===== src/adc_seq_pkg.sv =====
package adc_seq_pkg;

  // Clock rate and cycle conversion
  localparam int CLK_MHZ = 250;
  localparam int TIMER_W = 17;

  // Register addresses
  localparam logic [7:0] ADDR_CTRL_A  = 8'hD3;
  localparam logic [7:0] ADDR_CTRL_B  = 8'hD2;
  localparam logic [7:0] ADDR_CTRL_C  = 8'hD1;
  localparam logic [7:0] ADDR_RES_HI  = 8'hD4;
  localparam logic [7:0] ADDR_RES_LO  = 8'hD5;
  localparam logic [7:0] REG_RESET    = 8'h00;

  // Control A fields
  localparam int A_PWRUP_BIT = 7;
  localparam int A_BUSY_BIT  = 6;
  localparam int A_CHSEL_LSB = 2;
  localparam int A_REFSEL_LSB = 0;
  // Control B fields
  localparam int B_DIFF_LSB  = 6;
  localparam int B_CONT_BIT  = 5;
  localparam int B_RATE_LSB  = 2;
  localparam int B_TACQ_LSB  = 0;
  // Control C fields
  localparam int C_RESOL_LSB = 6;
  localparam int C_RJUST_BIT = 5;
  localparam int C_UFLOW_BIT = 4;
  localparam int C_OFLOW_BIT = 3;
  localparam int C_RANGE_BIT = 2;

  // Phase times in ns
  localparam int T_BUSY_NS    = 250;
  localparam int T_WUP_SB_NS  = 600;
  localparam int T_WUP_PD_NS  = 15000;
  localparam int T_ACQ0_NS    = 750;
  localparam int T_ACQ1_NS    = 3000;
  localparam int T_ACQ2_NS    = 12000;
  localparam int T_ACQ3_NS    = 36000;
  localparam int T_CONV0_NS   = 1700;
  localparam int T_CONV1_NS   = 1900;
  localparam int T_CONV2_NS   = 2100;
  localparam int T_CONV3_NS   = 2300;
  localparam int T_PDD1_NS    = 6000;
  localparam int T_PDD2_NS    = 24000;
  localparam int T_PER0_NS    = 500000;
  localparam int T_PER1_NS    = 250000;
  localparam int T_PER2_NS    = 125000;
  localparam int T_PER3_NS    = 62500;

  // Least times rounded up to whole clock cycles
  localparam int BUSY_CYC   = (T_BUSY_NS * CLK_MHZ + 999) / 1000;
  localparam int WUP_SB_CYC = (T_WUP_SB_NS * CLK_MHZ + 999) / 1000;
  localparam int WUP_PD_CYC = (T_WUP_PD_NS * CLK_MHZ + 999) / 1000;
  localparam int ACQ0_CYC   = (T_ACQ0_NS * CLK_MHZ + 999) / 1000;
  localparam int ACQ1_CYC   = (T_ACQ1_NS * CLK_MHZ + 999) / 1000;
  localparam int ACQ2_CYC   = (T_ACQ2_NS * CLK_MHZ + 999) / 1000;
  localparam int ACQ3_CYC   = (T_ACQ3_NS * CLK_MHZ + 999) / 1000;
  localparam int CONV0_CYC  = (T_CONV0_NS * CLK_MHZ + 999) / 1000;
  localparam int CONV1_CYC  = (T_CONV1_NS * CLK_MHZ + 999) / 1000;
  localparam int CONV2_CYC  = (T_CONV2_NS * CLK_MHZ + 999) / 1000;
  localparam int CONV3_CYC  = (T_CONV3_NS * CLK_MHZ + 999) / 1000;
  localparam int PDD1_CYC   = (T_PDD1_NS * CLK_MHZ + 999) / 1000;
  localparam int PDD2_CYC   = (T_PDD2_NS * CLK_MHZ + 999) / 1000;
  localparam int PER0_CYC   = (T_PER0_NS * CLK_MHZ + 999) / 1000;
  localparam int PER1_CYC   = (T_PER1_NS * CLK_MHZ + 999) / 1000;
  localparam int PER2_CYC   = (T_PER2_NS * CLK_MHZ + 999) / 1000;
  localparam int PER3_CYC   = (T_PER3_NS * CLK_MHZ + 999) / 1000;

  // Sequencer states, Gray along idle-arm-wake-acq-conv-standby
  typedef enum logic [2:0] {
    ST_IDLE  = 3'h0,
    ST_ARM   = 3'h1,
    ST_WAKE  = 3'h3,
    ST_ACQ   = 3'h2,
    ST_CONV  = 3'h6,
    ST_STBY  = 3'h7,
    ST_PAUSE = 3'h5
  } seq_state_t;

endpackage


===== src/phase_timer_if.sv =====
`timescale 1ns/1ps
interface phase_timer_if #(
  parameter int W = 17
);
  logic         load;
  logic [W-1:0] value;
  logic         done;

  modport seq   (output load, output value, input done);
  modport timer (input load, input value, output done);
endinterface


===== src/adc_conversion_sequencer.sv =====
// Functional notes
// - Control A write starts conversion if powered up
// - Start while busy aborts and restarts
// - Control B and C writes never start
// - Channel code selects sixteen inputs, 14-15 internal
// - Differential: channel non-inverting, field picks inverting
// - Resolution gives 6, 8, 10 or 12 bits
// - Single mode converts once; continuous repeats
// - Busy rises four 16 MHz cycles after start
// - Busy falls when result bytes are written
// - Done interrupt at end of every conversion
// - After single step, power down or standby delay
// - Auto power-down leaves power-up bit unchanged
// - Wakeup 15 us from off, 0.6 us standby
// - Phases wakeup, acquisition, conversion in order
// - Acquisition 0.75, 3, 12 or 36 us
// - Conversion 1.7 to 2.3 us by resolution
// - Continuous restarts at 2-16 ksps rate
// - Continuous powers down between conversions
// - Single-ended results are straight binary
// - Differential results are offset binary
// - Under, over and their OR status bits
// - Control A layout: pwrup, busy, chsel, refsel
// - Single mode rate: 0, 6, 24 us, forever
// - Continuous rate codes 2-16 ksps, top reserved
// - Resolution codes and justification bit
`timescale 1ns/1ps
module adc_conversion_sequencer #(
  parameter int unsigned ACQ3_CYC = adc_seq_pkg::ACQ3_CYC,
  parameter int unsigned PDD2_CYC = adc_seq_pkg::PDD2_CYC,
  parameter int unsigned PER0_CYC = adc_seq_pkg::PER0_CYC,
  parameter int unsigned PER1_CYC = adc_seq_pkg::PER1_CYC,
  parameter int unsigned PER2_CYC = adc_seq_pkg::PER2_CYC,
  parameter int unsigned PER3_CYC = adc_seq_pkg::PER3_CYC,
  parameter int          TIMER_W  = adc_seq_pkg::TIMER_W
) (
  // Clock and reset
  input  wire logic        clk_i,
  input  wire logic        reset_n_i,
  // Register port
  input  wire logic [7:0]  addr_i,
  input  wire logic [7:0]  wdata_i,
  input  wire logic        wr_i,
  input  wire logic        rd_i,
  output logic      [7:0]  rdata_o,
  // Interrupt request to the core
  output logic             conversion_done_irq_o,
  // Analog front end control
  output logic      [3:0]  afe_channel_o,
  output logic             afe_internal_src_o,
  output logic      [1:0]  afe_reference_o,
  output logic      [1:0]  afe_diff_mode_o,
  output logic      [1:0]  afe_resolution_o,
  output logic             analog_pin_enable_o,
  output logic             afe_power_o,
  output logic             afe_standby_o,
  output logic             afe_sample_connect_o,
  output logic             afe_convert_o,
  // Analog front end result
  input  wire logic [11:0] afe_result_i
);

  typedef struct packed {
    adc_seq_pkg::seq_state_t state;
    logic                    busy;
    logic                    short_wake;
    logic                    stby_forever;
    logic                    pwrup;
    logic [3:0]              chsel;
    logic [1:0]              refsel;
    logic [7:0]              ctrl_b;
    logic [1:0]              resol;
    logic                    rjust;
    logic                    uflow;
    logic                    oflow;
    logic [7:0]              res_hi;
    logic [7:0]              res_lo;
    logic [7:0]              rdata;
    logic                    irq;
    logic [TIMER_W-1:0]      period;
  } seq_regs_t;

  seq_regs_t state_reg;
  seq_regs_t state_next;

  phase_timer_if #(.W(TIMER_W)) tif ();

  logic               tmr_load;
  logic [TIMER_W-1:0] tmr_value;
  logic               start;
  logic [11:0]        code;
  logic [11:0]        mask;
  logic [15:0]        packed_res;

  // Control B fields
  logic [1:0] diffm;
  logic       cont;
  logic [2:0] rate;
  logic [1:0] tacq;

  assign diffm = state_reg.ctrl_b[adc_seq_pkg::B_DIFF_LSB +: 2];
  assign cont  = state_reg.ctrl_b[adc_seq_pkg::B_CONT_BIT];
  assign rate  = state_reg.ctrl_b[adc_seq_pkg::B_RATE_LSB +: 3];
  assign tacq  = state_reg.ctrl_b[adc_seq_pkg::B_TACQ_LSB +: 2];

  // Acquisition length in cycles
  function automatic logic [TIMER_W-1:0] acq_cycles(input logic [1:0] sel);
    case (sel)
      2'h0:    acq_cycles = TIMER_W'(adc_seq_pkg::ACQ0_CYC);
      2'h1:    acq_cycles = TIMER_W'(adc_seq_pkg::ACQ1_CYC);
      2'h2:    acq_cycles = TIMER_W'(adc_seq_pkg::ACQ2_CYC);
      default: acq_cycles = TIMER_W'(ACQ3_CYC);
    endcase
  endfunction

  // Conversion phase length by resolution
  function automatic logic [TIMER_W-1:0] conv_cycles(input logic [1:0] sel);
    case (sel)
      2'h0:    conv_cycles = TIMER_W'(adc_seq_pkg::CONV0_CYC);
      2'h1:    conv_cycles = TIMER_W'(adc_seq_pkg::CONV1_CYC);
      2'h2:    conv_cycles = TIMER_W'(adc_seq_pkg::CONV2_CYC);
      default: conv_cycles = TIMER_W'(adc_seq_pkg::CONV3_CYC);
    endcase
  endfunction

  // Sample period; reserved codes fall back to the slowest rate
  function automatic logic [TIMER_W-1:0] period_cycles(input logic [2:0] sel);
    case (sel)
      3'h1:    period_cycles = TIMER_W'(PER1_CYC);
      3'h2:    period_cycles = TIMER_W'(PER2_CYC);
      3'h3:    period_cycles = TIMER_W'(PER3_CYC);
      default: period_cycles = TIMER_W'(PER0_CYC);
    endcase
  endfunction

  // Mask keeping the top result bits of the chosen resolution
  function automatic logic [11:0] res_mask(input logic [1:0] sel);
    case (sel)
      2'h0:    res_mask = 12'hFC0;
      2'h1:    res_mask = 12'hFF0;
      2'h2:    res_mask = 12'hFFC;
      default: res_mask = 12'hFFF;
    endcase
  endfunction

  // Output coding: front end gives unsigned single-ended, signed differential
  always_comb begin
    if (diffm == 2'h0) begin
      code = afe_result_i;
    end else begin
      code = {~afe_result_i[11], afe_result_i[10:0]};
    end
    mask = res_mask(state_reg.resol);
    code = code & mask;
    if (state_reg.rjust) begin
      case (state_reg.resol)
        2'h0:    packed_res = {10'h000, code[11:6]};
        2'h1:    packed_res = {8'h00, code[11:4]};
        2'h2:    packed_res = {6'h00, code[11:2]};
        default: packed_res = {4'h0, code};
      endcase
    end else begin
      packed_res = {code, 4'h0};
    end
  end

  assign start = wr_i && (addr_i == adc_seq_pkg::ADDR_CTRL_A)
               && wdata_i[adc_seq_pkg::A_PWRUP_BIT];

  // Next state: register writes, phase sequence, restart
  always_comb begin
    state_next = state_reg;
    state_next.rdata = 8'h00;
    state_next.irq = 1'b0;
    tmr_load = 1'b0;
    tmr_value = '0;
    if (state_reg.period != '0) begin
      state_next.period = state_reg.period - TIMER_W'(1);
    end

    // Register writes; B and C only store settings
    if (wr_i) begin
      case (addr_i)
        adc_seq_pkg::ADDR_CTRL_A: begin
          state_next.pwrup  = wdata_i[adc_seq_pkg::A_PWRUP_BIT];
          state_next.chsel  = wdata_i[adc_seq_pkg::A_CHSEL_LSB +: 4];
          state_next.refsel = wdata_i[adc_seq_pkg::A_REFSEL_LSB +: 2];
        end
        adc_seq_pkg::ADDR_CTRL_B: begin
          state_next.ctrl_b = wdata_i;
        end
        adc_seq_pkg::ADDR_CTRL_C: begin
          state_next.resol = wdata_i[adc_seq_pkg::C_RESOL_LSB +: 2];
          state_next.rjust = wdata_i[adc_seq_pkg::C_RJUST_BIT];
        end
        default: begin
        end
      endcase
    end

    // Phase sequencing
    case (state_reg.state)
      adc_seq_pkg::ST_IDLE: begin
      end
      adc_seq_pkg::ST_ARM: begin
        if (tif.done) begin
          state_next.busy  = 1'b1;
          state_next.state = adc_seq_pkg::ST_WAKE;
          tmr_load = 1'b1;
          tmr_value = state_reg.short_wake ? TIMER_W'(adc_seq_pkg::WUP_SB_CYC)
                                           : TIMER_W'(adc_seq_pkg::WUP_PD_CYC);
        end
      end
      adc_seq_pkg::ST_WAKE: begin
        if (tif.done) begin
          state_next.state = adc_seq_pkg::ST_ACQ;
          tmr_load = 1'b1;
          tmr_value = acq_cycles(tacq);
        end
      end
      adc_seq_pkg::ST_ACQ: begin
        if (tif.done) begin
          state_next.state = adc_seq_pkg::ST_CONV;
          tmr_load = 1'b1;
          tmr_value = conv_cycles(state_reg.resol);
        end
      end
      adc_seq_pkg::ST_CONV: begin
        if (tif.done) begin
          state_next.res_hi = packed_res[15:8];
          state_next.res_lo = packed_res[7:0];
          state_next.uflow  = (code == 12'h000);
          state_next.oflow  = (code == mask);
          state_next.busy   = 1'b0;
          state_next.irq    = 1'b1;
          state_next.stby_forever = 1'b0;
          if (cont) begin
            state_next.state = adc_seq_pkg::ST_PAUSE;
          end else begin
            case (rate)
              3'h1: begin
                state_next.state = adc_seq_pkg::ST_STBY;
                tmr_load = 1'b1;
                tmr_value = TIMER_W'(adc_seq_pkg::PDD1_CYC);
              end
              3'h2: begin
                state_next.state = adc_seq_pkg::ST_STBY;
                tmr_load = 1'b1;
                tmr_value = TIMER_W'(PDD2_CYC);
              end
              3'h3: begin
                state_next.state = adc_seq_pkg::ST_STBY;
                state_next.stby_forever = 1'b1;
              end
              default: begin
                state_next.state = adc_seq_pkg::ST_IDLE;
              end
            endcase
          end
        end
      end
      adc_seq_pkg::ST_STBY: begin
        if (!state_reg.stby_forever && tif.done) begin
          state_next.state = adc_seq_pkg::ST_IDLE;
        end
      end
      adc_seq_pkg::ST_PAUSE: begin
        if (!cont) begin
          state_next.state = adc_seq_pkg::ST_IDLE;
        end else if (state_reg.period == '0) begin
          state_next.state = adc_seq_pkg::ST_ARM;
          state_next.short_wake = 1'b0;
          state_next.period = period_cycles(rate) - TIMER_W'(1);
          tmr_load = 1'b1;
          tmr_value = TIMER_W'(adc_seq_pkg::BUSY_CYC);
        end
      end
      default: begin
        state_next.state = adc_seq_pkg::ST_IDLE;
      end
    endcase

    // Start write overrides everything, aborting a running conversion
    if (start) begin
      state_next.state = adc_seq_pkg::ST_ARM;
      state_next.short_wake = (state_reg.state == adc_seq_pkg::ST_STBY);
      // Period counts down to zero, so it is loaded one short
      state_next.period = period_cycles(rate) - TIMER_W'(1);
      state_next.irq = 1'b0;
      state_next.busy = state_reg.busy;
      tmr_load = 1'b1;
      tmr_value = TIMER_W'(adc_seq_pkg::BUSY_CYC);
      if (state_reg.state == adc_seq_pkg::ST_CONV) begin
        state_next.res_hi = state_reg.res_hi;
        state_next.res_lo = state_reg.res_lo;
        state_next.uflow  = state_reg.uflow;
        state_next.oflow  = state_reg.oflow;
      end
    end else if (!state_next.pwrup) begin
      // Software power-down ends any activity
      state_next.state = adc_seq_pkg::ST_IDLE;
      state_next.busy  = 1'b0;
    end

    // Register reads, data in the following cycle
    if (rd_i) begin
      case (addr_i)
        adc_seq_pkg::ADDR_CTRL_A: state_next.rdata = {state_reg.pwrup, state_reg.busy,
                                                      state_reg.chsel, state_reg.refsel};
        adc_seq_pkg::ADDR_CTRL_B: state_next.rdata = state_reg.ctrl_b;
        adc_seq_pkg::ADDR_CTRL_C: state_next.rdata = {state_reg.resol, state_reg.rjust,
                                                      state_reg.uflow, state_reg.oflow,
                                                      state_reg.uflow | state_reg.oflow,
                                                      2'h0};
        adc_seq_pkg::ADDR_RES_HI: state_next.rdata = state_reg.res_hi;
        adc_seq_pkg::ADDR_RES_LO: state_next.rdata = state_reg.res_lo;
        default:                  state_next.rdata = 8'h00;
      endcase
    end
  end

  always_ff @(posedge clk_i or negedge reset_n_i) begin
    if (!reset_n_i) begin
      state_reg <= '0;
    end else begin
      state_reg <= state_next;
    end
  end

  // Phase timer
  assign tif.load  = tmr_load;
  assign tif.value = tmr_value;

  phase_timer #(
    .W (TIMER_W)
  ) u_timer (
    .clk_i     (clk_i),
    .reset_n_i (reset_n_i),
    .tif       (tif.timer)
  );

  // Outputs
  assign rdata_o               = state_reg.rdata;
  assign conversion_done_irq_o = state_reg.irq;
  assign afe_channel_o         = state_reg.chsel;
  assign afe_internal_src_o    = (state_reg.chsel >= 4'hE);
  assign afe_reference_o       = state_reg.refsel;
  assign afe_diff_mode_o       = diffm;
  assign afe_resolution_o      = state_reg.resol;
  assign analog_pin_enable_o   = state_reg.pwrup;

  // Analog power and phase controls decoded from the state
  assign afe_power_o = (state_reg.state == adc_seq_pkg::ST_WAKE)
                    || (state_reg.state == adc_seq_pkg::ST_ACQ)
                    || (state_reg.state == adc_seq_pkg::ST_CONV);
  assign afe_standby_o        = (state_reg.state == adc_seq_pkg::ST_STBY);
  assign afe_sample_connect_o = (state_reg.state == adc_seq_pkg::ST_ACQ);
  assign afe_convert_o        = (state_reg.state == adc_seq_pkg::ST_CONV);

endmodule


===== src/phase_timer.sv =====
`timescale 1ns/1ps
module phase_timer #(
  parameter int W = 17
) (
  // Clock and reset
  input  wire logic clk_i,
  input  wire logic reset_n_i,
  // Sequencer side
  phase_timer_if.timer tif
);

  typedef struct packed {
    logic [W-1:0] count;
  } timer_state_t;

  timer_state_t state_reg;
  timer_state_t state_next;

  // Load N gives done in the Nth cycle after the load
  always_comb begin
    state_next = state_reg;
    if (tif.load) begin
      state_next.count = tif.value;
    end else if (state_reg.count != '0) begin
      state_next.count = state_reg.count - W'(1);
    end
  end

  always_ff @(posedge clk_i or negedge reset_n_i) begin
    if (!reset_n_i) begin
      state_reg <= '0;
    end else begin
      state_reg <= state_next;
    end
  end

  // Done in the last cycle of the count; kept off the load path so no loop forms
  assign tif.done = (state_reg.count == W'(1));

endmodule


===== config.mk =====
export PLATFORM = sky130hd
export DESIGN_NAME = adc_conversion_sequencer
export DESIGN_NICKNAME = d
export VERILOG_FILES = /design/src/adc_seq_pkg.sv /design/src/phase_timer_if.sv /design/src/adc_conversion_sequencer.sv /design/src/phase_timer.sv
export SDC_FILE = /design/constraint.sdc
export NUM_CORES = 1
export LEC_CHECK = 0
export CAP_MARGIN = 20
export CORE_UTILIZATION = 64
export CTS_CLUSTER_DIAMETER = 120
export DETAILED_ROUTE_END_ITERATION = 7
export DONT_BUFFER_PORTS = 1
export PLACE_DENSITY_LB_ADDON = 0.25
export REMOVE_ABC_BUFFERS = 1
export SLEW_MARGIN = 30
export SYNTH_ARGS = -nofsm -noshare
export SYNTH_HDL_FRONTEND = slang
export SYNTH_SLANG_ARGS = --single-unit

===== constraint.sdc =====
create_clock -name clk_i -period 2.7 [get_ports clk_i]
set_input_delay 0.405 -clock clk_i [delete_from_list [all_inputs] [get_ports clk_i]]
set_output_delay 0.405 -clock clk_i [all_outputs]
set_load 0.02 [all_outputs]

==> reports/results.tsv, run 1 <==
stage	metric	value	unit
critical_path	CP max-delay cell	or4b_2	
critical_path	Worst path max stage delay	620	ps
power	peak supply drop	0.3350	mV
synth	most frequent cell after synthesis	dfrtp_1	
timing	TNS Setup	0	ps
power	PD cells	544.6	nW/um^2
clock_tree	clock latency at the later pin of the worst-skew pair	370	ps
critical_path	Critical Path Source Type	flop	
critical_path	WP data required	2910	ps
grt	initial antenna violation count	0	
critical_path	Worst Path Buf+Inv	2	
synth	Main synth FF type	dfrtp_1	
floorplan	DIE WIDTH	94.13	um
power	switching share of power	0.3432	
synth	Synth cell types	67	
critical_path	Top delay family on crit path	simple AND/OR/NAND/NOR gates	
critical_path	WS Path Type	reg2reg	
grt	largest net degree at the start of global routing	86	
power	power share of the sequential group	0.519	
drt	routed len/inst	19.69	um
outcome	status	finished clean	
clock_tree	Post-CTS Setup Repair Bufs	0	
clock_tree	CTS tree	built	
finish	max reg flops	44	
synth	register bit total from synthesis	85	
critical_path	FF-to-FF path depth	8	
clock_tree	CTS max path bufs	2	
critical_path	critical path data arrival time	2770	ps
floorplan	Starting Density	0.6610	
drt	number of vias in the routed layout	4825	
synth	synthesized area per cell	8.860	sq um
min_path	worst min path class	in2reg	
floorplan	IO Count	57	
synth	cell area after synthesis	5431	sq um
synth	commonest cells in the netlist	85 x dfrtp_1, 58 x nand2_1, 40 x a21oi_1, 40 x nor2_1, 28 x nand3_1	
clock_tree	Root Buffer	clkbuf_8	
power	Gate power share	0.188	
timing	Max Slew Vio Count	0	
timing	Fin. Hold Viols	0	
drt	Final Routed Wirelength	13.88	mm
timing	Hold Slack	170.9	ps
place	GPL Wtd Cong	0.9505	
finish	Filler Cell Count	643	
synth	post-synth top area share	0.3916	
job	total of max-cap violations	0	
power	P_int	2.043	mW
grt	vias in the first global route	4601	
grt	Overall Global Routing Usage	0.3323	
finish	storage element area	2127	sq um
timing	final setup fails	0	
timing	Clock Skew	16.59	ps
floorplan	Die Ht	94.13	um
place	hpwl dp	10.05	mm
clock_tree	clock sink count	85	
power	P_sw	1.068	mW
synth	Yosys warning total	0	
finish	final core utilization	0.6951	
synth	Mapped Cells	613	
drt	drt initial violations	419	
floorplan	die area	8860	sq um
finish	Final nets	637	
critical_path	Crit path depth	8	
timing	min cycle time layout	2566	ps
finish	synthesis-to-layout area growth	5.160	%
synth	Synth area leader	dfrtp_1	
place	I/O Buffers	0	
power	leak pwr	2.234	nW
finish	layout cell share with drive strength beyond 1	0.1167	
synth	Post-synth EDFFs	0	
synth	top cells by area, synth	dfrtp_1 39%, nand2_1 4.0%, a21oi_1 3.7%, mux2_2 3.5%, mux2i_1 2.8%	
clock_tree	CTS H-tree depth	3	
drt	drt via density	6.844	
timing	f_max	389.7	MHz
critical_path	Worst setup EP type	flop	
synth	sequential-to-total area share from yosys stat	0.3916	
critical_path	worst-path maximum fanout	14	
clock_tree	TritonCTS buffer count	9	
timing	Tightest Pin Transition	892.3	ps
timing	worst relative slew slack	0.4024	
grt	grt ovf	0	
drt	final antenna-violating net count	0	
timing	fin crit share	0.9504	
min_path	hold path cells	2	
power	Clock Power Share	0.292	
floorplan	core area	8217	sq um
grt	first-pass GRT wire length	22.54	mm
drt	drt pass-1 iters	5	
clock_tree	clk slew on worst S/H paths	100	ps
synth	fraction of registers with async set/reset	1.000	
critical_path	critical path cell sequence	inv_1 -> ha_1 -> or4b_2 -> nor4_2 -> buf_4 -> nand3_1 -> nor3_1 -> o21ai_1	
drt	drt drc	0	
finish	# diodes	0	
finish	multi-input logic area	3002	sq um
floorplan	# rows	33	
[kinds of logic (layout without fill, tap and decap cells)]
group	count (synthesis)	count (layout)	share of synthesized area
multiplexers	32	32	0.06289
flip-flops	85	85	0.3916
AND/OR/NAND/NOR	249	249	0.2516
AO/OA/AOI/OAI	145	145	0.1707
adder cells (fa/ha/maj)	10	10	0.02304
buffers and inverters	67	54	0.05989
XOR/XNOR	25	25	0.04031
[through the flow]
step / setup WS (ps) / instances / total power, mW / cell area, sq um
6_report: 134.0 / 705 / 3.111 / 5712
5_1_grt: -6.104 / 705 / 3.253 / 5712
3_5_place_dp: 88.07 / 687 / 2.168 / 5456
3_3_place_gp: 86.39 / 687 / 2.138 / 5456
2_1_floorplan: -185.0 / 563 / 1.996 / 5170
4_1_cts: 66.64 / 705 / 3.093 / 5689
[layout make-up]
type	instances	area share
inverters	17	0.01117
clock inverters	7	0.01249
multi-input cells	461	0.5255
repair buffers	21	0.03373
flip-flops and latches	85	0.3724
clock buffers	9	0.02169
well taps	105	0.02300
[worst paths after layout]
| kind | startpoint | end | slack, ps |
|---|---|---|---|
| setup / recovery | u_timer.state_reg[1] | u_timer.state_reg[3] | 130 |
| setup reg to reg | u_timer.state_reg[1] | u_timer.state_reg[3] | 130 |
| min in group asynchronous | reset_n_i | u_timer.state_reg[1] | 610 |
| max in group asynchronous | reset_n_i | state_reg[36] | 1760 |
| hold reg to reg | state_reg[26] | state_reg[26] | 490 |
| hold / removal | afe_result_i[9] | state_reg[39] | 170 |
[metal layers]
layer | global-route usage | share of wire | vias to the layer above
met4 | 0.1833 | 0.041 | 0
li1 | - | - | 2211
met1 | 0.4345 | 0.41 | 2287
met3 | 0.07039 | 0.090 | 46
met5 | 0 | 0 | -
met2 | 0.5122 | 0.46 | 281
[worst register-to-register path, stage by stage (launching register included)]
cell     delay, ps
dfrtp_1        410
inv_1          130
ha_1           180
or4b_2         620
nor4_2         160
buf_4          240
nand3_1        220
nor3_1         340
o21ai_1        110
[cell usage in the layout, fill, tap and decap left out, drive strengths merged, types with 6 or more instances in the layout]
cell type | netlist | final
a21oi | 40 | 40
a221oi | 7 | 7
and3 | 8 | 8
buf | 23 | 20
clkbuf | 27 | 9
dfrtp | 85 | 85
ha | 10 | 10
inv | 17 | 22
mux2 | 17 | 17
mux2i | 15 | 15
nand2 | 58 | 58
nand2b | 13 | 13
nand3 | 28 | 28
nand4 | 8 | 8
nor2 | 40 | 40
nor2b | 7 | 7
nor3 | 21 | 21
nor4 | 18 | 18
o211ai | 6 | 6
o21ai | 43 | 43
o31ai | 6 | 6
or4 | 15 | 15
xnor2 | 14 | 14
xor2 | 11 | 11
[power by group through the flow]
| stage | logic [mW] | clock network [mW] | registers [mW] |
|---|---|---|---|
| floorplan | 0.416 | 0 | 1.58 |
| global placement | 0.523 | 0 | 1.61 |
| detailed placement | 0.537 | 0 | 1.63 |
| CTS | 0.573 | 0.913 | 1.61 |
| global route | 0.653 | 0.969 | 1.63 |
| finish | 0.586 | 0.910 | 1.61 |
[timing repair]
action | CTS | global route
hold buffers | 2 | 0
endpoints found under the hold margin | 85 | 0
endpoints found under the setup margin | 0 | 8
gates resized for setup | 0 | 6
(Power assumes the default switching activity.)
==> run 2, diff against run 1 <==
- CORE_UTILIZATION: 64 -> 40
- PLACE_DENSITY_LB_ADDON: 0.25 -> default
==> run 2 against run 1 <==
Clock power grew 27%. Largest power group unchanged. Global-route usage shrank 11 points. Clock-buffer cell count is the same. Setup slack gained 14 ps. Largest cell class unchanged. Cell count grew 11%.
==> reports/results.tsv, run 2 (synthesized netlist as in run 1, its figures left out) <==
stage	metric	value	unit	change
place	dpl cells	765		+11%
clock_tree	clock sink count	85		unchanged
drt	number of vias in the routed layout	4604		-4.6%
clock_tree	CTS max path bufs	2		unchanged
grt	initial antenna violation count	0		unchanged
power	Gate power share	0.170		-0.018
finish	most common cell after layout, fill and taps aside	dfrtp_1		
critical_path	worst-path maximum fanout	14		unchanged
finish	Filler Cell Count	1340		+110%
critical_path	WP data required	2920	ps	about the same
timing	fin crit share	0.9450		-0.005352
floorplan	IO Count	57		unchanged
floorplan	# rows	42		+27%
drt	drt drc	0		unchanged
finish	number of non-filler instances in the completed layout	782		+11%
floorplan	DIE WIDTH	118.5	um	+26%
grt	grt met1 use	0.2889		-0.1457
floorplan	Starting Density	0.4101		-0.2509
power	PD cells	566.8	nW/um^2	+4.1%
timing	worst relative slew slack	0.4710		+0.06858
finish	Final nets	644		+1.1%
timing	RSZ-0062 raised after global routing	false		
clock_tree	clock latency at the later pin of the worst-skew pair	350	ps	-20 ps
grt	largest net degree at the start of global routing	86		unchanged
clock_tree	Post-CTS Setup Repair Bufs	0		unchanged
power	switching share of power	0.3111		-0.03212
power	P_sw	1.040	mW	-2.6%
grt	vias in the first global route	4548		-1.2%
timing	Clock Skew	8.852	ps	-7.740 ps
power	leak pwr	2.295	nW	+2.7%
place	hpwl dp	10.98	mm	+9.3%
floorplan	core area	13240	sq um	+61%
drt	drt via density	5.887		-14%
critical_path	Worst setup EP type	flop		
drt	final antenna-violating net count	0		unchanged
outcome	status	finished clean		
power	Tot Pwr	3.342	mW	+7.4%
grt	first-pass GRT wire length	24.16	mm	+7.2%
clock_tree	CTS tree	built		
min_path	worst min path class	in2reg		
grt	Top Usage Layer GRT	met2		
clock_tree	TritonCTS buffer count	9		unchanged
finish	layout cell share with drive strength beyond 1	0.1205		+0.003795
power	peak supply drop	0.2820	mV	-16%
critical_path	WS Path Type	reg2reg		
timing	TNS Setup	0	ps	unchanged
grt	met2 usage	0.3490		-0.1631
power	Clock Power Share	0.349		+0.057
finish	synthesis-to-layout area growth	8.546	%	
drt	Final Routed Wirelength	14.74	mm	+6.2%
drt	drt pass-1 iters	5		unchanged
grt	grt ovf	0		unchanged
finish	max reg flops	44		unchanged
finish	most frequent cells in the layout	85 x dfrtp_1, 58 x nand2_1, 40 x a21oi_1		
place	worst slack at placement	117.9	ps	+29.80 ps
timing	Max Slew Vio Count	0		unchanged
clock_tree	clk slew on worst S/H paths	70	ps	-30 ps
power	power share of the sequential group	0.482		-0.037
timing	Fin. Hold Viols	0		unchanged
timing	final setup fails	0		unchanged
timing	Tightest Pin Transition	793.6	ps	-98.70 ps
drt	drt initial violations	369		-12%
power	P_int	2.302	mW	+13%
clock_tree	Root Buffer	clkbuf_16		
finish	# diodes	0		unchanged
place	I/O Buffers	0		unchanged
timing	f_max	391.9	MHz	+0.57%
grt	met3 usage	0.06467		-0.005717
drt	routed len/inst	18.85	um	-4.3%
job	total of max-cap violations	0		unchanged
place	GPL Wtd Cong	0.9434		-0.75%
critical_path	Critical Path Source Type	flop		
floorplan	Die Ht	118.5	um	+26%
clock_tree	CTS H-tree depth	3		unchanged
timing	worst setup margin	148.5	ps	+14.45 ps
floorplan	die area	14050	sq um	+59%
grt	Overall Global Routing Usage	0.2202		-0.1121
timing	min cycle time layout	2552	ps	-14.45 ps
critical_path	critical path data arrival time	2770	ps	about the same
run 2: through the flow:
step | hold slack (ps) | util | cell area, sq um
floorplan | 109.4 | - | 5170
global placement | 111.5 | 0.4218 | 5585
detailed placement | 112.4 | 0.4218 | 5585
CTS | 184.1 | 0.4450 | 5893
global route | 187.7 | 0.4452 | 5896
finish | 188.7 | 0.4452 | 5896
run 2: per-layer routing:
layer,routed length (um),vias to the layer above,share of wire
li1,-,2232,-
met1,6520,2202,0.44
met2,6933,149,0.47
met3,1066,21,0.072
met4,217,0,0.015
met5,0,-,0
run 2: critical path, cell delays in order (launching register included):
cell,delay [ps]
dfrtp_1,390
inv_1,120
ha_1,170
or4b_2,630
nor4_2,170
buf_4,240
a32oi_1,200
a2111oi_0,420
nor3_1,80
run 2: area by class of cell:
class / count / area, sq um / area share
Multi-Input combinational cell: 461 / 2982 / 0.5057
Sequential cell: 85 / 2127 / 0.3608
Inverter: 17 / 63.81 / 0.01082
Tap cell: 176 / 220.2 / 0.03735
Clock inverter: 6 / 45.04 / 0.007640
Clock buffer: 9 / 225.2 / 0.03820
Timing Repair Buffer: 28 / 232.7 / 0.03947
run 2: worst paths after layout:
kind                       slack [ps]                    end  cells past startpoint            startpoint
max                               150   u_timer.state_reg[7]                      8  u_timer.state_reg[1]
min                               190          state_reg[40]                      2      afe_result_i[10]
max reg2reg                       150   u_timer.state_reg[7]                      8  u_timer.state_reg[1]
min reg2reg                       480          state_reg[28]                      2         state_reg[28]
max in group asynchronous        1690           state_reg[5]                      2             reset_n_i
min in group asynchronous         630  u_timer.state_reg[16]                      2             reset_n_i
run 2: power by group through the flow:
stage          Clock [mW]  Combinational, mW  Sequential, mW
4_1_cts              1.20              0.568            1.61
3_3_place_gp            0              0.519            1.62
5_1_grt              1.25              0.649            1.64
6_report             1.16              0.567            1.61
2_1_floorplan           0              0.416            1.58
3_5_place_dp            0              0.528            1.63
run 2: what timing repair did:
action,4_1_cts,5_1_grt
gates resized for setup,0,1
hold endpoints to repair,85,0
hold buffers,2,0
setup endpoints to repair,0,2
